===== src/logic/aru_pkg.sv =====
`default_nettype none
package aru_pkg;

   // Accumulator width and the bit positions that the rotates wrap through.
   localparam int ACC_W = 8;
   localparam int ACC_MSB = 7;
   localparam int ACC_LSB = 0;
   localparam int OTHER_FLAGS_W = 7;

   // Reset values of the accumulator and the status flags.
   localparam logic [7:0] ACC_RESET = 8'h00;
   localparam logic CY_RESET = 1'h0;
   localparam logic [6:0] OTHER_RESET = 7'h00;

   // Every rotate finishes in one instruction cycle.
   localparam int EXEC_CYCLES = 1;

   // Operation selected by the instruction decoder for this cycle.
   typedef enum logic [1:0]
   {
      ROT_IDLE,
      ROTATE_LEFT_VIA_CARRY_OP,
      ROTATE_RIGHT_OP,
      ROTATE_RIGHT_VIA_CARRY_OP
   } aru_op_t;

   // Status flags: carry on top, the rest held as one group.
   typedef struct packed
   {
      logic cy;
      logic [6:0] other;
   } aru_flags_t;

   // One decoded instruction from the decoder.
   typedef struct packed
   {
      logic valid;
      aru_op_t op;
   } aru_cmd_t;

   // A write of accumulator and flags by the rest of the core.
   typedef struct packed
   {
      logic valid;
      logic [7:0] acc;
      aru_flags_t flags;
   } aru_load_t;

endpackage
`default_nettype wire


===== src/logic/aru_rotate_core.sv =====
`timescale 1ns/10ps
`default_nettype none
module aru_rotate_core
   import aru_pkg::*;
#(
   parameter int WIDTH = ACC_W
)
(
   // Operation and operands.
   input wire aru_op_t i_op,
   input wire logic [WIDTH-1:0] i_acc,
   input wire logic i_cy,
   // Results.
   output logic [WIDTH-1:0] o_acc,
   output logic o_cy
);

   // Only the bits that a neighbour feeds; the end bits come from the case below.
   logic [WIDTH-1:1] shl;
   logic [WIDTH-2:0] shr;

   // Each bit takes its neighbour; the end bits are filled below.
   genvar b;
   generate
      for (b = 0; b < WIDTH - 1; b++)
      begin : g_bit
         assign shl[b + 1] = i_acc[b]; // see RULE1
         assign shr[b] = i_acc[b + 1]; // see RULE5
      end
   endgenerate

   // The end bits depend on the operation: wrap or take the carry.
   always_comb
   begin
      o_acc = i_acc;
      o_cy = i_cy;
      unique case (i_op)
         ROT_IDLE:
         begin
            o_acc = i_acc;
         end
         ROTATE_LEFT_VIA_CARRY_OP:
         begin
            o_acc = {shl[WIDTH-1:1], i_cy}; // see RULE3
            o_cy = i_acc[WIDTH-1]; // see RULE2
         end
         ROTATE_RIGHT_OP:
         begin
            o_acc = {i_acc[ACC_LSB], shr[WIDTH-2:0]}; // see RULE5
            o_cy = i_cy; // see RULE6
         end
         ROTATE_RIGHT_VIA_CARRY_OP:
         begin
            o_acc = {i_cy, shr[WIDTH-2:0]}; // see RULE8
            o_cy = i_acc[ACC_LSB]; // see RULE7
         end
      endcase
   end

endmodule
`default_nettype wire


===== src/logic/aru_top.sv =====
// How it works
// RULE1 - Left-through-carry shifts accumulator up one bit; bit n takes old bit n-1.
// RULE2 - Left-through-carry loads the old accumulator top bit into carry.
// RULE3 - Left-through-carry puts the old carry into accumulator bit 0.
// RULE4 - Left-through-carry leaves all flags except carry unchanged.
// RULE5 - Plain rotate right shifts down; old bit 0 wraps into bit 7.
// RULE6 - Plain rotate right changes no flag, carry included.
// RULE7 - Right-through-carry shifts down and loads old bit 0 into carry.
// RULE8 - Right-through-carry puts the old carry into accumulator bit 7.
// RULE9 - Right-through-carry leaves all flags except carry unchanged.
// RULE10 - Each rotate completes in one cycle; the next instruction sees its result.
`timescale 1ns/10ps
`default_nettype none
module aru_top
   import aru_pkg::*;
(
   // Clock, reset and clock enable.
   input wire logic I_CLK,
   input wire logic I_RESET_N,
   input wire logic I_CE,
   // Decoded instruction and accumulator write from the core.
   input wire aru_cmd_t I_CMD,
   input wire aru_load_t I_LOAD,
   // Architectural state and completion strobe.
   output logic [ACC_W-1:0] O_ACC,
   output aru_flags_t O_FLAGS,
   output logic O_DONE
);

   logic exec;
   logic [ACC_W-1:0] next_acc;
   logic next_cy;
   logic cy;
   logic [OTHER_FLAGS_W-1:0] other_flags;

   // Carry and the other flags live in their own flops and leave as one word.
   assign O_FLAGS = {cy, other_flags};

   // A rotate is taken when enabled and a real operation is decoded.
   // It beats a simultaneous load, since both would target the accumulator.
   assign exec = I_CE && I_CMD.valid && (I_CMD.op != ROT_IDLE);

   // The rotate network works on the current accumulator and carry.
   aru_rotate_core #(
      .WIDTH(ACC_W)
   ) u_core (
      .i_op(I_CMD.op),
      .i_acc(O_ACC),
      .i_cy(O_FLAGS.cy),
      .o_acc(next_acc),
      .o_cy(next_cy)
   );

   // Accumulator: rotated result in the same cycle, or a core load.
   always_ff @(posedge I_CLK or negedge I_RESET_N)
   begin
      if (!I_RESET_N)
      begin
         O_ACC <= ACC_RESET;
      end
      else if (exec)
      begin
         O_ACC <= next_acc; // see RULE10
      end
      else if (I_CE && I_LOAD.valid)
      begin
         O_ACC <= I_LOAD.acc;
      end
   end

   // Carry: of the rotates only the through-carry ones change it; a core load also does.
   always_ff @(posedge I_CLK or negedge I_RESET_N)
   begin
      if (!I_RESET_N)
      begin
         cy <= CY_RESET;
      end
      else if (exec)
      begin
         cy <= next_cy; // see RULE6
      end
      else if (I_CE && I_LOAD.valid)
      begin
         cy <= I_LOAD.flags.cy;
      end
   end

   // Other flags: no rotate touches them, only a core load does.
   always_ff @(posedge I_CLK or negedge I_RESET_N)
   begin
      if (!I_RESET_N)
      begin
         other_flags <= OTHER_RESET;
      end
      else if (I_CE && I_LOAD.valid && !exec)
      begin
         other_flags <= I_LOAD.flags.other; // see RULE4 and RULE9
      end
   end

   // Completion strobe: one cycle after the rotate is taken.
   always_ff @(posedge I_CLK or negedge I_RESET_N)
   begin
      if (!I_RESET_N)
      begin
         O_DONE <= 1'h0;
      end
      else if (I_CE)
      begin
         O_DONE <= exec; // see RULE10
      end
   end

   // Checks on the left-through-carry result.
   rlc_shift_a: assert property ( // see RULE1
      @(posedge I_CLK) disable iff (!I_RESET_N)
      (exec && I_CMD.op == ROTATE_LEFT_VIA_CARRY_OP)
      |=> O_ACC[7:1] == $past(O_ACC[6:0]))
      else $error("Left rotate through carry did not shift the accumulator up.");

   rlc_carry_out_a: assert property ( // see RULE2
      @(posedge I_CLK) disable iff (!I_RESET_N)
      (exec && I_CMD.op == ROTATE_LEFT_VIA_CARRY_OP)
      |=> O_FLAGS.cy == $past(O_ACC[7]))
      else $error("Left rotate through carry lost the top bit.");

   rlc_carry_in_a: assert property ( // see RULE3
      @(posedge I_CLK) disable iff (!I_RESET_N)
      (exec && I_CMD.op == ROTATE_LEFT_VIA_CARRY_OP)
      |=> O_ACC[0] == $past(O_FLAGS.cy))
      else $error("Left rotate through carry did not fill bit 0 from carry.");

   rlc_flags_kept_a: assert property ( // see RULE4
      @(posedge I_CLK) disable iff (!I_RESET_N)
      (exec && I_CMD.op == ROTATE_LEFT_VIA_CARRY_OP)
      |=> $stable(O_FLAGS.other))
      else $error("Left rotate through carry changed another flag.");

   // Checks on the plain right rotate.
   rr_wrap_a: assert property ( // see RULE5
      @(posedge I_CLK) disable iff (!I_RESET_N)
      (exec && I_CMD.op == ROTATE_RIGHT_OP)
      |=> O_ACC == {$past(O_ACC[0]), $past(O_ACC[7:1])})
      else $error("Plain right rotate gave the wrong accumulator.");

   rr_flags_kept_a: assert property ( // see RULE6
      @(posedge I_CLK) disable iff (!I_RESET_N)
      (exec && I_CMD.op == ROTATE_RIGHT_OP)
      |=> $stable(O_FLAGS))
      else $error("Plain right rotate changed a flag.");

   // Checks on the right-through-carry result.
   rrc_carry_out_a: assert property ( // see RULE7
      @(posedge I_CLK) disable iff (!I_RESET_N)
      (exec && I_CMD.op == ROTATE_RIGHT_VIA_CARRY_OP)
      |=> O_FLAGS.cy == $past(O_ACC[0]) && O_ACC[6:0] == $past(O_ACC[7:1]))
      else $error("Right rotate through carry lost bit 0 or misshifted.");

   rrc_carry_in_a: assert property ( // see RULE8
      @(posedge I_CLK) disable iff (!I_RESET_N)
      (exec && I_CMD.op == ROTATE_RIGHT_VIA_CARRY_OP)
      |=> O_ACC[7] == $past(O_FLAGS.cy))
      else $error("Right rotate through carry did not fill bit 7 from carry.");

   rrc_flags_kept_a: assert property ( // see RULE9
      @(posedge I_CLK) disable iff (!I_RESET_N)
      (exec && I_CMD.op == ROTATE_RIGHT_VIA_CARRY_OP)
      |=> $stable(O_FLAGS.other))
      else $error("Right rotate through carry changed another flag.");

   // Timing: strobe one cycle later, and a follow-on rotate sees the result.
   rot_one_cycle_a: assert property ( // see RULE10
      @(posedge I_CLK) disable iff (!I_RESET_N)
      exec |=> O_DONE)
      else $error("Rotate did not complete in one cycle.");

   rot_chain_a: assert property ( // see RULE10
      @(posedge I_CLK) disable iff (!I_RESET_N)
      (exec && I_CMD.op == ROTATE_RIGHT_OP) ##1
      (exec && I_CMD.op == ROTATE_RIGHT_OP)
      |=> O_ACC == {$past(O_ACC[1:0], 2), $past(O_ACC[7:2], 2)})
      else $error("Back-to-back rotates did not chain.");

   ce_freeze_a: assert property (
      @(posedge I_CLK) disable iff (!I_RESET_N)
      !I_CE |=> $stable(O_ACC) && $stable(O_FLAGS) && $stable(O_DONE))
      else $error("State moved while the clock enable was low.");

   // The through-carry rotates seen as one nine-bit rotate.
   rlc_nine_bit_a: assert property ( // see RULE1
      @(posedge I_CLK) disable iff (!I_RESET_N)
      (exec && I_CMD.op == ROTATE_LEFT_VIA_CARRY_OP)
      |=> {O_FLAGS.cy, O_ACC} == {$past(O_ACC), $past(O_FLAGS.cy)})
      else $error("Left rotate through carry gave the wrong nine-bit result.");

   rrc_nine_bit_a: assert property ( // see RULE7
      @(posedge I_CLK) disable iff (!I_RESET_N)
      (exec && I_CMD.op == ROTATE_RIGHT_VIA_CARRY_OP)
      |=> {O_ACC, O_FLAGS.cy} == {$past(O_FLAGS.cy), $past(O_ACC)})
      else $error("Right rotate through carry gave the wrong nine-bit result.");

   // Loads, idle cycles and the completion strobe.
   load_take_a: assert property (
      @(posedge I_CLK) disable iff (!I_RESET_N)
      (I_CE && I_LOAD.valid && !exec)
      |=> O_ACC == $past(I_LOAD.acc) && O_FLAGS == $past(I_LOAD.flags))
      else $error("A load without a rotate was not taken.");

   load_drop_a: assert property ( // see RULE4
      @(posedge I_CLK) disable iff (!I_RESET_N)
      (exec && I_LOAD.valid)
      |=> $stable(O_FLAGS.other))
      else $error("A load beside a rotate changed the other flags.");

   idle_hold_a: assert property (
      @(posedge I_CLK) disable iff (!I_RESET_N)
      (I_CE && !exec && !I_LOAD.valid)
      |=> $stable(O_ACC) && $stable(O_FLAGS))
      else $error("State moved in a cycle with no rotate and no load.");

   done_clear_a: assert property ( // see RULE10
      @(posedge I_CLK) disable iff (!I_RESET_N)
      (I_CE && !exec) |=> !O_DONE)
      else $error("Completion strobe stood without a rotate.");

endmodule
`default_nettype wire


===== config.mk =====
export PLATFORM = sky130hd
export DESIGN_NAME = aru_top
export DESIGN_NICKNAME = d
export VERILOG_FILES = /design/src/logic/aru_pkg.sv /design/src/logic/aru_rotate_core.sv /design/src/logic/aru_top.sv
export SDC_FILE = /design/constraint.sdc
export NUM_CORES = 1
export LEC_CHECK = 0
export ABC_CLOCK_PERIOD_IN_PS = 1000
export CAP_MARGIN = 20
export CORE_UTILIZATION = 50
export CTS_BUF_LIST = sky130_fd_sc_hd__clkbuf_4 sky130_fd_sc_hd__clkbuf_8 sky130_fd_sc_hd__clkbuf_16
export DETAILED_ROUTE_END_ITERATION = 10
export DONT_BUFFER_PORTS = 1
export PLACE_DENSITY = 0.66
export SYNTH_ARGS = -nofsm -noshare
export SYNTH_HDL_FRONTEND = slang
export SYNTH_HIERARCHICAL = 1
export SYNTH_SLANG_ARGS = --single-unit

===== constraint.sdc =====
create_clock -name I_CLK -period 1 [get_ports I_CLK]
set_input_delay 0.2 -clock I_CLK [delete_from_list [all_inputs] [get_ports I_CLK]]
set_output_delay 0.2 -clock I_CLK [all_outputs]
set_load 0.02 [all_outputs]

Yosys cells after proc, flatten, opt, wreduce, memory -nomap -nowiden

Cells that the tools add are included.
Widths: inputs -> output; s select.

Equal/unequal tests: 5
Mux-type cells: 6
Reduce and logical (&&, ||, !) cells: 10

Operator list:

| cell               | count |
|---|---|
| $pmux 8 s3         | 1 |
| $mux 8             | 2 |
| $eq 2x2->1 const B | 2 |
| $logic_and 1x1->1  | 4 |
| $reduce_and 2->1   | 2 |
| $reduce_bool 2->1  | 2 |
| $ne 3x1->1 const B | 1 |
| $eq 2x1->1 const B | 1 |
| $logic_not 2->1    | 1 |
| $mux 1             | 2 |
| $ne 2x2->1 const B | 1 |
| $pmux 1 s2         | 1 |
| $logic_not 1->1    | 1 |

Register bits: 17
Input port bits: 23
Word-level logic and storage cells: 25

Longest topological paths before layout

Gate-level depths: netlist (run 1).

Depth after elaboration: 4
Gate-level depth with buffers: 6
Depth with buffers taken out: 4

Hierarchy

The synthesis (run 1) kept the hierarchy.

By module, submodules not included:

| module          | times used | cells an instance | area each (um2) |
|---|---|---|---|
| aru_top         | 1          | 60                | 760.7 |
| aru_rotate_core | 1          | 29                | 200.2 |

Worst setup path before layout (run 1)

OpenSTA, ideal clock, no wires.

Path kind: register -> register
From: register O_ACC[0]
To: register O_ACC[7]
Arrival: 867 ps
Data required time: 877 ps
Slack: 10 ps
Cell stages (with the launch flop): 5
Path buffers: 0
Clock period less this slack: 990 ps
Cells stage by stage: dfrtp_1 mux2i_1 mux2i_1 nor2_1 a21oi_1

Word-level cells in the longest chain between the ends: 2

Ends and longest elaborated chain:

| item                   | line                  | text |
|---|---|---|
| from (decl)            | aru_top.sv:25         | `output logic [ACC_W-1:0] O_ACC,` |
| from (signal assigned) | aru_top.sv:63         | `O_ACC <= next_acc;` |
| from (signal assigned) | aru_top.sv:67         | `O_ACC <= I_LOAD.acc;` |
| $pmux 8 s3             | aru_rotate_core.sv:37 | `unique case (i_op)` |
| net next_acc[7]        | aru_top.sv:31         | `logic [ACC_W-1:0] next_acc;` |
| $mux 8                 | aru_top.sv:61         | `else if (exec)` |

The timed path passes the listed nets, and every way through them passes these cells.
A chain may end at the register's enable or synchronous reset.

Worst setup path after layout (run 1)

From: register O_ACC[6]
To: output port O_ACC[6]

No word-level cell between the ends.

==> flow_summary_export.csv, run 1 <==
group,metric,value,unit
route,number_of_remaining_drc_errors,0,
global_routing,first_pass_grt_wire_length,3550,um
synthesis,synth.distinct_cells,16,
worst_hold_path,hold_end,"other_flags[6]",
timing,post-route-min-period,1.09,ns
worst_setup_path,crit_arrival,0.89,ns
power_and_ir_drop,peakVddDrop,1160,uV
power_and_ir_drop,power-per-cell-area,1780,nW/um^2
cts,clkLatencyLatePin,0.31,ns
worst_setup_path,critical_path.startpoint_type,"flip-flop",
die,initial_utilization,54.5,%
timing,finalMaxSlewViolations,0,
route,finalWirelength,2200,um
timing,fmax,921,MHz
worst_setup_path,critical_path.cell_chain,"buf_6",
place,port-buffer-count,0,
route,antenna_left,0,
die,pin_count,40,
cts,number_of_buffers_created_by_cts,3,
route,dr.first_iter.drc_count,12,
synthesis,yosys_warnings,6,
worst_setup_path,worst-r2r-cell-count,5,
timing,final_min_period_over_clock_period,109,%
synthesis,synth_top_cell_by_area,"sky130_fd_sc_hd__dfrtp_1",
die,chipWidth,45.8,um
worst_setup_path,cp-end-kind,"primary output",
worst_setup_path,crit-reg2reg-launch,"O_ACC[6]",
synthesis,area_of_the_mapped_netlist,961,sq um
synthesis,syn-instance-count,89,
global_routing,globalRouteOverflowTotal,0,
global_routing,grt_pass1_vias,780,
final_layout,finish.cell_count_without_fillers,141,
worst_setup_path,critical_path_buf_inv_count,1,
die,design.die.area,2100,sq um
cts,cell_at_the_root_of_the_clock_tree,"sky130_fd_sc_hd__clkbuf_4",
timing,final.setup.tns,-1.06,ns
worst_setup_path,cp-startpoint,"O_ACC[6]",
die,fp.coreArea,1760,sq um
place,placed_cells,125,
place,gp_congestion,0.722,
worst_setup_path,worst-setup-path-type,"flip-flop to primary output",
worst_hold_path,min-delay-path-class,"primary input to flip-flop",
cts,clkTransAtPathRegs,0.11,ns
place,hpwl_reported_at_the_end_of_detailed_placement,1390,um
worst_setup_path,critical-path-top-delay-family,"flip-flops",
global_routing,pin_count_of_the_biggest_net_entering_global_routing,20,
worst_setup_path,critical_path.max_fanout,2,
die,placement_rows,15,
synthesis,syn-num-nets,112,
power_and_ir_drop,power.leakage,0.000633,uW
synthesis,synth-seq-area-share,44.3,%
flow_run,maxCapViolations,0,
synthesis,synth_top_cell_area_share,44.3,%
die,die_extent_in_y,45.8,um
timing,slew_headroom,45.7,%
route,detail_route.wl_per_cell,15.6,um
cts,cts_tree,"done",
worst_setup_path,ff2ff_setup_slack,-0.06,ns
final_layout,ratio_of_cells_with_drive_above_1_in_the_final_layout,37.1,%
worst_setup_path,critical-path-max-stage-delay,0.43,ns
final_layout,area.growth.synth_to_final,34.6,%
timing,rsz0062_at_grt,"yes",
route,drt-vias-per-instance,5.46,
cts,htree_num_levels,1,
synthesis,synth_area_leaders,"sky130_fd_sc_hd__dfrtp_1, sky130_fd_sc_hd__mux2i_1, sky130_fd_sc_hd__mux2_2, sky130_fd_sc_hd__a21oi_1, sky130_fd_sc_hd__nor2_1",
global_routing,grt.total_usage,24.9,%
timing,tightest_slew,0.814,ns
cts,ctsLongestPathBuffers,2,
worst_setup_path,end_of_the_worst_register_to_register_path,"O_ACC[7]",
final_layout,num_antenna_cells,0,
timing,final_hold_violations,0,
route,via_count,770,
worst_setup_path,worst-endpoint-required,0.80,ns
route,dr.pass1.iters,4,
final_layout,final_nets,140,
cts,cts_num_sinks,17,
timing,setup_ws,-0.0859,ns
timing,worst_case_clock_skew,0.0107,ns
outcome,violations,"negative setup slack",
worst_hold_path,worstHoldStart,"I_LOAD[6]",
worst_setup_path,timing.critical_path.slowest_stage_cell,"sky130_fd_sc_hd__dfrtp_1",
synthesis,ys_ff_latch,17,
outcome,status,"finished with violations",
global_routing,antenna_violations_before_repair,0,
synthesis,syn_area_per_cell,10.8,sq um
timing,finalSetupViolations,20,
worst_hold_path,whs_path_depth,1,
-- per-layer routing --
metal / part of all wire, % / routed length [um] / global-route usage (%) / vias up
li1: - / - / - / 366
met1: 37 / 822 / 28.8 / 371
met2: 55 / 1220 / 43.7 / 28
met3: 5.4 / 119 / 4.37 / 5
met4: 2.0 / 44 / 12.4 / 0
met5: 0 / 0 / 0 / -
-- layout make-up --
| class | count | area, sq um |
|---|---|---|
| Clock inverter | 1 | 5.00 |
| Tap cell | 25 | 31.3 |
| Sequential cell | 17 | 425 |
| Inverter | 1 | 3.75 |
| Fill cell | 146 | 470 |
| Timing Repair Buffer | 29 | 320 |
| Multi-Input combinational cell | 65 | 485 |
| Clock buffer | 3 | 22.5 |
-- how the worst max path moves through the flow --
stage	endpoint	slack [ns]	cells past startpoint
5_1_grt	O_ACC[7]	-0.14	5
4_1_cts	O_ACC[6]	-0.08	1
2_1_floorplan	O_ACC[7]	0.01	4
3_5_place_dp	O_ACC[7]	0.03	4
3_3_place_gp	other_flags[2]	0.09	3
6_report	O_ACC[6]	-0.09	1
-- sequential cells by signal, summed over array words and instances (netlist names) --
signal / flops
cy: 1
O_DONE: 1
other_flags: 7
O_ACC: 8
-- timing repair --
action                                  CTS  global route
endpoints found under the setup margin   16            42
hold buffers                              2             0
gates resized for setup                  16             8
pin swaps                                 4             7
endpoints found under the hold margin    18             0
setup buffers                            10             0
-- cell usage after synthesis --
cell / n
sky130_fd_sc_hd__a21oi_1: 10
sky130_fd_sc_hd__buf_2: 1
sky130_fd_sc_hd__buf_4: 3
sky130_fd_sc_hd__buf_6: 2
sky130_fd_sc_hd__dfrtp_1: 17
sky130_fd_sc_hd__inv_1: 1
sky130_fd_sc_hd__mux2_2: 7
sky130_fd_sc_hd__mux2i_1: 19
sky130_fd_sc_hd__nand2_1: 7
sky130_fd_sc_hd__nand2_4: 1
sky130_fd_sc_hd__nand3_4: 1
sky130_fd_sc_hd__nor2_1: 10
sky130_fd_sc_hd__o211ai_4: 1
sky130_fd_sc_hd__o21ai_0: 1
sky130_fd_sc_hd__o21ai_1: 7
sky130_fd_sc_hd__o21ai_2: 1
-- power breakdown --
| part | leakage (uW) | switching [uW] | internal (uW) | total, uW |
|---|---|---|---|---|
| registers | 0.000196 | 116 | 816 | 932 |
| logic | 0.000419 | 437 | 547 | 984 |
| clock network | 0.0000177 | 244 | 150 | 393 |
| total | 0.000633 | 796 | 1510 | 2310 |
-- cells in the final DEF (no fill, tap or decap) --
cell type	netlist	layout
sky130_fd_sc_hd__inv_1	1	1
sky130_fd_sc_hd__mux2_2	7	7
sky130_fd_sc_hd__dlygate4sd3_1	0	1
sky130_fd_sc_hd__clkinv_2	0	1
sky130_fd_sc_hd__buf_6	2	22
sky130_fd_sc_hd__mux2i_2	0	1
sky130_fd_sc_hd__a21oi_1	10	10
sky130_fd_sc_hd__nand2_1	7	7
sky130_fd_sc_hd__clkbuf_4	0	3
sky130_fd_sc_hd__o211ai_4	1	1
sky130_fd_sc_hd__o21ai_1	7	7
sky130_fd_sc_hd__dlymetal6s4s_1	0	1
sky130_fd_sc_hd__o21ai_2	1	1
sky130_fd_sc_hd__mux2i_1	19	18
sky130_fd_sc_hd__o21ai_0	1	1
sky130_fd_sc_hd__nor2_1	10	10
sky130_fd_sc_hd__buf_12	0	1
sky130_fd_sc_hd__nand3_4	1	1
sky130_fd_sc_hd__buf_4	3	4
sky130_fd_sc_hd__nand2_4	1	1
sky130_fd_sc_hd__dfrtp_1	17	17
-- cell families after synthesis --
logic type,Yosys count,share of synthesized area [%]
compound gates,20,12.5
flops,17,44.3
simple gates,19,9.64
mux,26,28.0
buf+inv,7,5.60
-- per-stage QoR --
step	util [%]	hold WS [ns]	setup WS [ns]	cell area, sq um	total power [uW]
4_1_cts	71.7	0.0234	-0.0797	1260	2270
3_5_place_dp	61.3	-0.0951	0.0330	1080	1640
5_1_grt	73.3	0.0140	-0.139	1290	2430
2_1_floorplan	-	-0.0956	0.0102	961	1410
6_report	73.3	0.0293	-0.0859	1290	2310
3_3_place_gp	61.3	-0.0951	0.0898	1080	1610
No activity file was read; power rests on OpenSTA's default activity.
==> run 2: changes to the inputs <==
- BUFFER_PORTS_ARGS: not set -> -buffer_cell sky130_fd_sc_hd__buf_2
- CORE_UTILIZATION: 50 -> 46
- DONT_BUFFER_PORTS: 1 -> not set
- PLACE_DENSITY: 0.66 -> 0.78
==> run 2 against run 1 <==
Net effect:
- the run still ends with negative setup slack left
- register-to-register slack about the same
- critical path depth did not move
- sequential power barely moved
==> flow_summary_export.csv, run 2 (same netlist as run 1, synthesis figures left out) <==
group,metric,value,unit
route,number_of_remaining_drc_errors,0,
worst_setup_path,critical_path.cell_chain,"buf_6",
cts,htree_num_levels,1,
worst_setup_path,critical-path-max-stage-delay,0.44,ns
final_layout,final_nets,165,
power_and_ir_drop,peakVddDrop,1050,uV
global_routing,grt.total_usage,21.5,%
final_layout,final_cell_mix,"sky130_fd_sc_hd__buf_6, sky130_fd_sc_hd__buf_2, sky130_fd_sc_hd__mux2i_1",
timing,finalMaxSlewViolations,0,
worst_setup_path,critical_path.max_fanout,4,
place,hpwl_reported_at_the_end_of_detailed_placement,1390,um
final_layout,final_cell_area,1460,sq um
final_layout,ratio_of_cells_with_drive_above_1_in_the_final_layout,48.9,%
global_routing,grt.busiest_layer,"met2",
global_routing,met3_usage,2.26,%
final_layout,largest_reg_flops,8,
route,dr.pass1.iters,4,
final_layout,num_antenna_cells,0,
die,chipWidth,47.7,um
die,fp.coreArea,1960,sq um
outcome,violations,"negative setup slack",
place,postPlaceCellArea,1210,sq um
final_layout,mostFrequentLayoutCell,"sky130_fd_sc_hd__buf_6",
cts,clkTransAtPathRegs,0.10,ns
die,design.die.area,2280,sq um
route,via_count,835,
timing,worst_case_clock_skew,0.000834,ns
worst_setup_path,critical_path_buf_inv_count,1,
timing,post-route-min-period,1.08,ns
cts,ctsLongestPathBuffers,2,
power_and_ir_drop,total_power,2400,uW
worst_setup_path,critical-path-top-delay-family,"flip-flops",
global_routing,grt_pass1_vias,828,
timing,final.setup.tns,-0.763,ns
timing,rsz0062_at_grt,"yes",
final_layout,area.growth.synth_to_final,51.4,%
timing,tightest_slew,0.421,ns
outcome,status,"finished with violations",
power_and_ir_drop,power.leakage,0.000740,uW
worst_setup_path,worst-endpoint-required,0.80,ns
place,port-buffer-count,39,
die,initial_utilization,49.0,%
worst_setup_path,worst-r2r-cell-count,5,
route,finalWirelength,2210,um
cts,cts_tree,"done",
flow_run,maxCapViolations,0,
worst_hold_path,min-delay-path-class,"primary input to flip-flop",
cts,number_of_buffers_created_by_cts,3,
timing,final_hold_violations,0,
die,pin_count,40,
route,antenna_left,0,
timing,final_min_period_over_clock_period,108,%
global_routing,pin_count_of_the_biggest_net_entering_global_routing,19,
cts,cell_at_the_root_of_the_clock_tree,"sky130_fd_sc_hd__clkbuf_4",
final_layout,largestRegisters,"O_ACC (8), other_flags (7)",
route,dr.first_iter.drc_count,9,
global_routing,first_pass_grt_wire_length,3400,um
global_routing,globalRouteOverflowTotal,0,
timing,finalSetupViolations,22,
die,die_extent_in_y,47.7,um
global_routing,met1_routing_resource_usage_after_global_routing,26.5,%
place,gp_congestion,0.745,
place,dp_worst_setup_slack,-0.0934,ns
cts,cts_num_sinks,17,
worst_hold_path,whs_path_depth,2,
final_layout,regMostFlops,"O_ACC",
timing,setup_ws,-0.0755,ns
worst_setup_path,cp-end-kind,"primary output",
timing,fmax,930,MHz
global_routing,met2_usage,39.2,%
worst_setup_path,critical_path.startpoint_type,"flip-flop",
route,drt-vias-per-instance,4.97,
worst_setup_path,critical_path_cell_count,1,
cts,clkLatencyLatePin,0.28,ns
global_routing,antenna_violations_before_repair,0,
power_and_ir_drop,power-per-cell-area,1650,nW/um^2
worst_setup_path,crit_arrival,0.88,ns
die,placement_rows,16,
worst_setup_path,worst-setup-path-type,"flip-flop to primary output",
worst_setup_path,timing.critical_path.slowest_stage_cell,"sky130_fd_sc_hd__dfrtp_1",
route,detail_route.wl_per_cell,13.1,um
timing,slew_headroom,71.9,%
-- run 2: cell count changes in the layout (fill, tap and decap cells not counted), sizes merged --
cell,previous run,this run
clkinv,1,0
dlymetal6s4s,1,0
clkbuf,3,4
buf,27,53
-- run 2: final timing paths --
check                          startpoint             end  slack [ns]
max in group asynchronous       I_RESET_N  other_flags[3]        0.34
max                              O_ACC[7]        O_ACC[7]       -0.08
max reg2reg                      O_ACC[5]        O_ACC[6]       -0.05
min                             I_LOAD[3]  other_flags[3]        0.14
min reg2reg                other_flags[6]  other_flags[6]        0.54
min in group asynchronous       I_RESET_N        O_ACC[0]        0.37
-- run 2: final cells by class --
class | count | area (sq um)
multi-input cells | 65 | 485
repair buffers | 54 | 477
flip-flops and latches | 17 | 425
fillers | 168 | 507
inverters | 1 | 3.75
clock buffers | 4 | 30.0
well taps | 27 | 33.8
-- run 2: per-stage QoR --
stage | hold slack [ns] | util (%) | cells
2_1_floorplan | -0.0956 | - | 89
3_3_place_gp | 0.144 | 61.9 | 154
3_5_place_dp | 0.150 | 61.9 | 154
4_1_cts | 0.133 | 72.4 | 167
5_1_grt | 0.127 | 74.2 | 168
6_report | 0.137 | 74.2 | 168
-- run 2: metal layers --
metal | routed length (um) | share of wire (%)
met1 | 985 | 45
met2 | 1120 | 51
met3 | 99 | 4.5
met4 | 4 | 0.18
met5 | 0 | 0
-- run 2: power breakdown --
| group | switching, uW | internal (uW) |
|---|---|---|
| clock network | 217 | 182 |
| logic | 480 | 587 |
| registers | 114 | 816 |
| total | 811 | 1590 |
-- run 2: worst reg2reg max path, delay by kind of cell (launching register included) --
| family | cells | cell delay (ns) |
|---|---|---|
| simple gates | 1 | 0.13 |
| buf+inv | 1 | 0.15 |
| compound gates | 2 | 0.11 |
| mux | 1 | 0.14 |
| flops | 1 | 0.41 |
-- run 2: timing repair --
action	in CTS	in global routing
buffers inserted	8	1
hold buffers	1	0
resized for setup	34	7
endpoints found under the setup margin	17	26
endpoints found under the hold margin	17	0
pin swaps	6	8
